$ cat src/logic/muldiv_regs.vh
`ifndef MULDIV_REGS_VH
`define MULDIV_REGS_VH
// operation codes on the issue port
`define OP_MUL_PAIR   3'h0
`define OP_MUL_ACC    3'h1
`define OP_MUL_SUB    3'h2
`define OP_MUL_GPR    3'h3
`define OP_DIV        3'h4
// multiplier array: 32 bits by 16 bits per pass
`define MUL_CHUNK     16
// divide: iterations left after early-in skipping
`define DIV_ITER_8    6'h09
`define DIV_ITER_16   6'h11
`define DIV_ITER_24   6'h19
`define DIV_ITER_32   6'h20
// divide repeat rate in clocks (latency is one more)
`define DIV_REP_8     6'h0b
`define DIV_REP_16    6'h12
`define DIV_REP_24    6'h19
`define DIV_REP_32    6'h20
// divider counter width and full word width
`define DIV_CNT_W     6
`define WORD_W        32
`endif

$ cat src/logic/muldiv_unit.v
// Summary of operation
// - own pipeline keeps running while integer stalls
// - 32x16 array, passes chosen from second operand
// - full 32-bit second operand takes two passes
// - narrow multiply each clock, wide every other
// - interlock holds back-to-back wide multiplies
// - operand size found from operand values
// - divider produces one quotient bit per clock
// - 8-bit dividend skips 23 iterations
// - 16-bit skips 15, 24-bit skips 7
// - any issue stalls until the last clock of an active divide
// - results kept in high and low registers
// - pair multiplies: latency 1/2, repeat 1/2
// - general register multiply: latency 2/3
// - divide latencies 12, 19, 26, 33 clocks
`include "muldiv_regs.vh"

module muldiv_unit (
   input  wire        REF_CLK,
   input  wire        SRST,
   input  wire        CLK_EN,
   input  wire        ISSUE_VALID,
   input  wire [2:0]  ISSUE_OP,
   input  wire        ISSUE_SIGNED,
   input  wire [31:0] FIRST_SOURCE_OPERAND,
   input  wire [31:0] SECOND_SOURCE_OPERAND,
   output wire        ISSUE_READY,
   output wire [31:0] RESULT_HIGH_REG,
   output wire [31:0] RESULT_LOW_REG,
   output wire [31:0] GENERAL_REGISTER_DATA,
   output wire        GENERAL_REGISTER_VALID,
   output wire        DIVIDE_ACTIVE
);

   // short names for the operands
   wire [31:0] opa = FIRST_SOURCE_OPERAND;
   wire [31:0] opb = SECOND_SOURCE_OPERAND;
   wire        sgn = ISSUE_SIGNED;

   // result pair and pipeline state
   reg  [31:0] hi_q;        // high half of the pair
   reg  [31:0] lo_q;        // low half of the pair
   reg         pass2_q;     // second pass pending
   reg  [32:0] a_q;         // held first operand
   reg  [15:0] bhi_q;       // held upper chunk
   reg         bs_q;        // held upper sign bit
   reg  [63:0] part_q;      // first pass product
   reg  [2:0]  op_q;        // held operation
   reg  [31:0] stage_q;     // general result stage
   reg         stage_v_q;   // stage holds a result
   reg  [31:0] gout_q;      // general result output
   reg         gout_v_q;    // general result strobe

   // divider state
   reg  [5:0]  dcnt_q;      // clocks to writeback
   reg  [5:0]  diter_q;     // iterations this divide
   reg  [31:0] rem_q;       // partial remainder
   reg  [31:0] quo_q;       // dividend / quotient
   reg  [31:0] dvs_q;       // divisor magnitude
   reg         negq_q;      // negate quotient
   reg         negr_q;      // negate remainder

   // issue decode
   wire is_mul = (ISSUE_OP == `OP_MUL_PAIR) |
                 (ISSUE_OP == `OP_MUL_ACC) |
                 (ISSUE_OP == `OP_MUL_SUB) |
                 (ISSUE_OP == `OP_MUL_GPR);
   wire is_div = (ISSUE_OP == `OP_DIV);

   // divide stall
   // only the completing clock of a divide lets a new issue in
   wire div_stall = (dcnt_q > 6'h01);

   // wide interlock
   // the array is busy with the second pass, hold multiplies
   wire mul_stall = pass2_q & is_mul;

   // handshake toward the integer pipeline
   assign ISSUE_READY = ~div_stall & ~mul_stall;

   // an accepted issue, frozen when the clock enable is low
   wire take = ISSUE_VALID & ISSUE_READY & CLK_EN;

   // size detection
   // upper bits of the second operand are pure extension
   wire [16:0] bup = opb[31:15];
   wire b_narrow = sgn ? (&bup | ~|bup) : ~|opb[31:16];
   wire wide = ~b_narrow;

   wire [32:0] a_ext = {sgn & opa[31], opa};
   wire        b_top = sgn & opb[31];

   // multiplier operand select
   reg  [32:0] ma;          // first operand into array
   reg  [16:0] mb;          // 16-bit chunk into array
   always @* begin
      if (pass2_q) begin
         // second pass uses upper chunk with sign
         ma = a_q;
         mb = {bs_q, bhi_q};
      end else if (wide) begin
         // first pass of a wide one: low chunk unsigned
         ma = a_ext;
         mb = {1'b0, opb[15:0]};
      end else begin
         // single pass: chunk carries its own sign
         ma = a_ext;
         mb = {sgn & opb[15], opb[15:0]};
      end
   end

   // the 33x17 signed array
   wire signed [49:0] prod = $signed(ma) * $signed(mb);
   wire [63:0] prod_x = {{14{prod[49]}}, prod};
   wire [63:0] prod_sh = {prod_x[47:0], 16'h0000};

   // full product: merged with first pass when needed
   wire [63:0] full = pass2_q ? prod_sh + part_q : prod_x;

   // multiply finishing at this edge
   wire fin = pass2_q | (take & is_mul & b_narrow);
   wire [2:0] fin_op = pass2_q ? op_q : ISSUE_OP;

   // accumulate or subtract against the pair
   reg  [63:0] pair_d;      // next pair value
   reg         pair_we;     // multiply writes pair
   always @* begin
      pair_we = fin;
      case (fin_op)
         `OP_MUL_PAIR: pair_d = full;
         `OP_MUL_ACC:  pair_d = {hi_q, lo_q} + full;
         `OP_MUL_SUB:  pair_d = {hi_q, lo_q} - full;
         default: begin
            // general register multiply leaves pair alone
            pair_d  = {hi_q, lo_q};
            pair_we = 1'b0;
         end
      endcase
   end

   // divide setup: magnitudes and signs
   wire a_neg = sgn & opa[31];
   wire b_neg = sgn & opb[31];
   wire [31:0] amag = a_neg ? (~opa + 32'h1) : opa;
   wire [31:0] bmag = b_neg ? (~opb + 32'h1) : opb;

   // early-in check on the dividend extension
   wire [24:0] u7  = opa[31:7];
   wire [16:0] u15 = opa[31:15];
   wire [8:0]  u23 = opa[31:23];
   wire f8  = sgn ? (&u7 | ~|u7) : ~|opa[31:8];
   wire f16 = sgn ? (&u15 | ~|u15) : ~|opa[31:16];
   wire f24 = sgn ? (&u23 | ~|u23) : ~|opa[31:24];

   // iterations and repeat rate for this dividend
   reg  [5:0] it_d;         // iterations to run
   reg  [5:0] rep_d;        // clocks until writeback
   always @* begin
      if (f8) begin
         it_d  = `DIV_ITER_8;
         rep_d = `DIV_REP_8;
      end else if (f16) begin
         it_d  = `DIV_ITER_16;
         rep_d = `DIV_REP_16;
      end else if (f24) begin
         it_d  = `DIV_ITER_24;
         rep_d = `DIV_REP_24;
      end else begin
         it_d  = `DIV_ITER_32;
         rep_d = `DIV_REP_32;
      end
   end

   // skipped bits are shifted out before the first step
   wire [5:0]  skip = `DIV_ITER_32 - it_d;
   wire [31:0] quo_init = amag << skip;

   // one bit per clock
   // restoring step: shift in, trial subtract, keep or restore
   wire [32:0] shl   = {rem_q[31:0], quo_q[31]};
   wire [33:0] trial = {1'b0, shl} - {2'b00, dvs_q};
   wire        ge    = ~trial[33];
   wire [32:0] rem_n = ge ? trial[32:0] : shl;
   wire [31:0] quo_n = {quo_q[30:0], ge};

   // step runs in the last diter_q clocks of the count
   wire do_iter = (dcnt_q != 6'h00) & (dcnt_q <= diter_q);
   wire div_wb  = (dcnt_q == 6'h01);

   // sign fixup of the finished divide
   wire [31:0] q_fix = negq_q ? (~quo_n + 32'h1) : quo_n;
   wire [31:0] r_fix = negr_q ? (~rem_n[31:0] + 32'h1)
                              : rem_n[31:0];

   // independent pipeline
   // multiply pass state advances on its own clock, never on
   // the integer pipeline's stall
   always @(posedge REF_CLK) begin
      if (SRST) begin
         pass2_q <= 1'b0;
         a_q     <= 33'h000000000;
         bhi_q   <= 16'h0000;
         bs_q    <= 1'b0;
         part_q  <= 64'h0000000000000000;
         op_q    <= 3'h0;
      end else if (CLK_EN) begin
         // issue rate
         // a wide multiply occupies the array two clocks
         pass2_q <= take & is_mul & wide;
         if (take & is_mul & wide) begin
            // hold what the second pass needs
            a_q    <= a_ext;
            bhi_q  <= opb[31:16];
            bs_q   <= b_top;
            part_q <= prod_x;
            op_q   <= ISSUE_OP;
         end
      end
   end

   // pair latency
   // newest operation wins the pair over a divide writeback
   always @(posedge REF_CLK) begin
      if (SRST) begin
         hi_q <= 32'h00000000;
         lo_q <= 32'h00000000;
      end else if (CLK_EN) begin
         if (pair_we) begin
            // multiply result into the pair
            hi_q <= pair_d[63:32];
            lo_q <= pair_d[31:0];
         end else if (div_wb) begin
            // remainder high, quotient low
            hi_q <= r_fix;
            lo_q <= q_fix;
         end
      end
   end

   // general register latency
   // one stage plus the output flop adds a clock
   always @(posedge REF_CLK) begin
      if (SRST) begin
         stage_q   <= 32'h00000000;
         stage_v_q <= 1'b0;
         gout_q    <= 32'h00000000;
         gout_v_q  <= 1'b0;
      end else if (CLK_EN) begin
         stage_v_q <= fin & (fin_op == `OP_MUL_GPR);
         if (fin & (fin_op == `OP_MUL_GPR)) begin
            // low word of the product
            stage_q <= full[31:0];
         end
         gout_v_q <= stage_v_q;
         if (stage_v_q) begin
            // present to the register file
            gout_q <= stage_q;
         end
      end
   end

   // divide timing
   // counter loaded with the repeat rate, writeback at one
   always @(posedge REF_CLK) begin
      if (SRST) begin
         dcnt_q  <= 6'h00;
         diter_q <= 6'h00;
         rem_q   <= 32'h00000000;
         quo_q   <= 32'h00000000;
         dvs_q   <= 32'h00000000;
         negq_q  <= 1'b0;
         negr_q  <= 1'b0;
      end else if (CLK_EN) begin
         if (take & is_div) begin
            // start a divide
            dcnt_q  <= rep_d;
            diter_q <= it_d;
            rem_q   <= 32'h00000000;
            quo_q   <= quo_init;
            dvs_q   <= bmag;
            negq_q  <= a_neg ^ b_neg;
            negr_q  <= a_neg;
         end else begin
            if (dcnt_q != 6'h00) begin
               // count down toward writeback
               dcnt_q <= dcnt_q - 6'h01;
            end
            if (do_iter) begin
               // one quotient bit
               rem_q <= rem_n[31:0];
               quo_q <= quo_n;
            end
         end
      end
   end

   // outputs
   assign RESULT_HIGH_REG        = hi_q;
   assign RESULT_LOW_REG         = lo_q;
   assign GENERAL_REGISTER_DATA  = gout_q;
   assign GENERAL_REGISTER_VALID = gout_v_q;
   assign DIVIDE_ACTIVE          = (dcnt_q != 6'h00);

endmodule // muldiv_unit

$ cat config.mk
export PLATFORM = sky130hd
export DESIGN_NAME = muldiv_unit
export DESIGN_NICKNAME = d
export VERILOG_FILES = /design/src/logic/muldiv_unit.v
export VERILOG_INCLUDE_DIRS = /design/src /design/src/logic
export SDC_FILE = /design/constraint.sdc
export NUM_CORES = 2
export LEC_CHECK = 0
export BUFFER_PORTS_ARGS = -buffer_cell sky130_fd_sc_hd__buf_2
export CAP_MARGIN = 20
export CORE_MARGIN = 2
export CORE_UTILIZATION = 55
export CTS_BUF_LIST = sky130_fd_sc_hd__clkbuf_16
export CTS_CLUSTER_DIAMETER = 40
export DETAILED_ROUTE_END_ITERATION = 8
export GPL_TIMING_DRIVEN = 0
export PLACE_DENSITY = 0.72
export REMOVE_ABC_BUFFERS = 1
export SETUP_SLACK_MARGIN = 0.2
export SLEW_MARGIN = 30
export SYNTH_ARGS = -nofsm -noshare
export SYNTH_HDL_FRONTEND = slang
export SYNTH_SLANG_ARGS = --single-unit
$ cat constraint.sdc
create_clock -name REF_CLK -period 20.7 [get_ports REF_CLK]
set_input_delay 1.035 -clock REF_CLK [delete_from_list [all_inputs] [get_ports REF_CLK]]
set_output_delay 1.035 -clock REF_CLK [all_outputs]
set_load 0.005 [all_outputs]
==> results.sh <==
export IMPL_num_vias=45300
export IMPL_synth_edf_count=0
export IMPL_via_per_inst=6.14
export IMPL_wirelength_um=161000
export IMPL_start_util=0.554
export IMPL_gp_congestion=0.939
export IMPL_dp_hpwl_um=126000
export IMPL_cp_buffers_inverters=3
export IMPL_cp_slowest_stage_delay_ps=850
export IMPL_rsz0062_at_grt="no"
export IMPL_gr_usage_met2=0.550
export IMPL_die_w_um=299
export IMPL_utilization=0.611
export IMPL_timing_rr_start="pass2_q"
export IMPL_synth_cell_types=101
export IMPL_synth_top_area_share=0.225
export IMPL_wire_per_inst_um=21.8
export IMPL_grt_max_degree=106
export IMPL_area_delta_synth_final_pct=10.4
export IMPL_met3_usage=0.0696
export IMPL_ys_seq_elements=342
export IMPL_grt_overflow_total=0
export IMPL_clock_fmax_mhz=64.2
export IMPL_critPathLaunchType="primary input"
export IMPL_yosysMostFrequentCell="nand2_1"
export IMPL_antenna_found_initial=8
export IMPL_ys_top_cells_by_area="fa_1 (23%), dfxtp_1 (14%), nand2_1 (7.2%), ha_1 (7.0%), a21oi_1 (5.1%)"
export IMPL_finalCriticalPeriod_ps=15570
export IMPL_fill_cells=7784
export IMPL_numClockSinks=342
export IMPL_reg2reg_slack_ps=5600
export IMPL_ant_nets=0
export IMPL_critPathKind="primary input to flop"
export IMPL_postCtsSetupRepairBufs=0
export IMPL_worstPathMaxFanout=20
export IMPL_synth_commonest_cells="nand2_1 (918), nor2_1 (649), inv_1 (641)"
export IMPL_outcome="complete, no violations"
export IMPL_io_pins=171
export IMPL_drt_initial_drc_count=4002
export IMPL_dieArea_um2=89600
export IMPL_synth_ff_type="dfxtp_1"
export IMPL_path_depth=45
export IMPL_cts_buffers=77
export IMPL_clk_pin_slew_ps=60
export IMPL_cpMostUsedCell="fa_1"
export IMPL_cts_tree="yes"
export IMPL_critPathLaunch="ISSUE_SIGNED"
export IMPL_multi_input_area_um2=37700
export IMPL_netlist_instances=6210
export IMPL_hold_buffers=0
export IMPL_hold_depth=2
export IMPL_maxCapViolations=0
export IMPL_crit_path_end="RESULT_HIGH_REG[31]"
export IMPL_synth_avg_cell_area_um2=7.73
export IMPL_htreeDepth=3
export IMPL_yosysSeqAreaShare=0.143
export IMPL_r2r_end="RESULT_HIGH_REG[31]"
export IMPL_netlist_area_um2=48000
export IMPL_seq_area_um2=6850
export IMPL_drtPass1Iterations=6
export IMPL_drc=0
export IMPL_port_buffers=170
export IMPL_clk_path_buf_depth=3
export IMPL_critPathTopFamily="compound AO/OA/AOI/OAI gates"
export IMPL_fp_dieH_um=299
export IMPL_grt_use_total=0.355
export IMPL_r2r_cells=47
export IMPL_grt_busiest_layer="met2"
export IMPL_core_area_um2=86600
export IMPL_yosysWarnings=0
export IMPL_cp_data_arrival_time_ps=16130
export IMPL_final_net_count=7037
export IMPL_critPathCaptureType="flop"
export IMPL_fin_skew_ps=37.6
export IMPL_finalCritPeriodShare=0.752
export IMPL_grt_pass1_wl_um=251000
export IMPL_maxSlewHeadroom=0.278
export IMPL_worstPathRequired_ps=21260
export IMPL_cts_repair_resized=0
export IMPL_async_reset_ff_frac=0
export IMPL_cts_root_buf="clkbuf_16"
export IMPL_crit_slowest_cell="a211oi_1"
export IMPL_grt_pass1_vias=44200
export IMPL_finalHoldViolCount=0
export IMPL_slew_violations=0
export IMPL_grt_use_met1=0.483
export IMPL_drive_gt1_frac=0.0816
export IMPL_worst_pin_slew_ps=1080
export IMPL_hold_class="flop to flop"
export IMPL_clk_latency_ps=660
export IMPL_rows=108
export IMPL_yosys_area_top_type="fa_1"
export IMPL_finalSetupViolCount=0
## registers in the layout, summed over array words and instances (netlist names), 32 cells and up
signal                 flops
GENERAL_REGISTER_DATA     32
quo_q                     32
stage_q                   32
rem_q                     32
dvs_q                     32
a_q                       33
RESULT_HIGH_REG           32
part_q                    50
RESULT_LOW_REG            32
## per-layer routing
layer	up-vias	part of all wire
li1	20900	-
met1	21800	0.42
met2	2174	0.44
met3	440	0.096
met4	12	0.049
met5	-	0.00046
## how the worst min path moves through the flow
stage	from	end	slack [ps]
finish	stage_q[7]	GENERAL_REGISTER_DATA[7]	440
global placement	stage_q[7]	GENERAL_REGISTER_DATA[7]	440
detailed placement	GENERAL_REGISTER_DATA[31]	GENERAL_REGISTER_DATA[31]	440
floorplan	dvs_q[21]	dvs_q[21]	430
global route	stage_q[3]	GENERAL_REGISTER_DATA[3]	470
CTS	stage_q[7]	GENERAL_REGISTER_DATA[7]	450
## worst reg2reg max path, delay by kind of cell (launching register included)
| kind | cells | cell delay [ps] |
|---|---|---|
| AOI/OAI and AO/OA | 21 | 5460 |
| adders and majority gates | 9 | 4330 |
| and+or+nand+nor | 9 | 2910 |
| buffers and inverters | 7 | 1380 |
| DFF | 1 | 620 |
| muxes | 1 | 260 |
## per-stage QoR
stage	std cells	setup WS, ps	instance area [um^2]	hold slack [ps]	setup TNS [ps]
2_1_floorplan	5863	998	46700	426	0
3_3_place_gp	7188	-6610	49000	438	-232540
3_5_place_dp	7230	4530	50200	444	0
4_1_cts	7371	5100	52900	445	0
5_1_grt	7374	4380	53000	467	0
6_report	7374	5130	53000	442	0
## cells by family after synthesis
group	count (synthesis)	synth area share
buffers and inverters	991	0.0780
XOR/XNOR	326	0.0598
multiplexers	153	0.0332
AO/OA/AOI/OAI	1435	0.193
flip-flops	342	0.143
adder cells (fa/ha/maj)	810	0.296
AND/OR/NAND/NOR	2153	0.198
## layout make-up
cell class,count,share of cell area
inverters,644,0.0457
flip-flops and latches,342,0.129
repair buffers,213,0.0345
clock buffers,77,0.0364
diodes,2,0.0000945
multi-input cells,4877,0.712
clock inverters,64,0.0144
well taps,1155,0.0273
## placed cells by master (no fill, tap or decap), types with 50 or more instances in the layout
master	synthesis	routed
o211ai_1	88	88
o21ai_0	240	238
buf_2	7	169
nand2_1	918	915
nor2_1	649	643
nor3_1	102	101
dfxtp_1	342	339
a21o_1	99	99
xor2_1	142	141
mux2i_1	102	82
and2_1	52	50
a211oi_1	104	104
fa_1	540	540
ha_1	270	270
clkbuf_16	0	77
a21oi_1	488	487
inv_1	641	648
nand3_1	91	90
xnor2_1	183	182
Power is left out: the tool's default activity adds up to more than one toggle a clock period on the data nets, which glitch-free logic cannot reach.
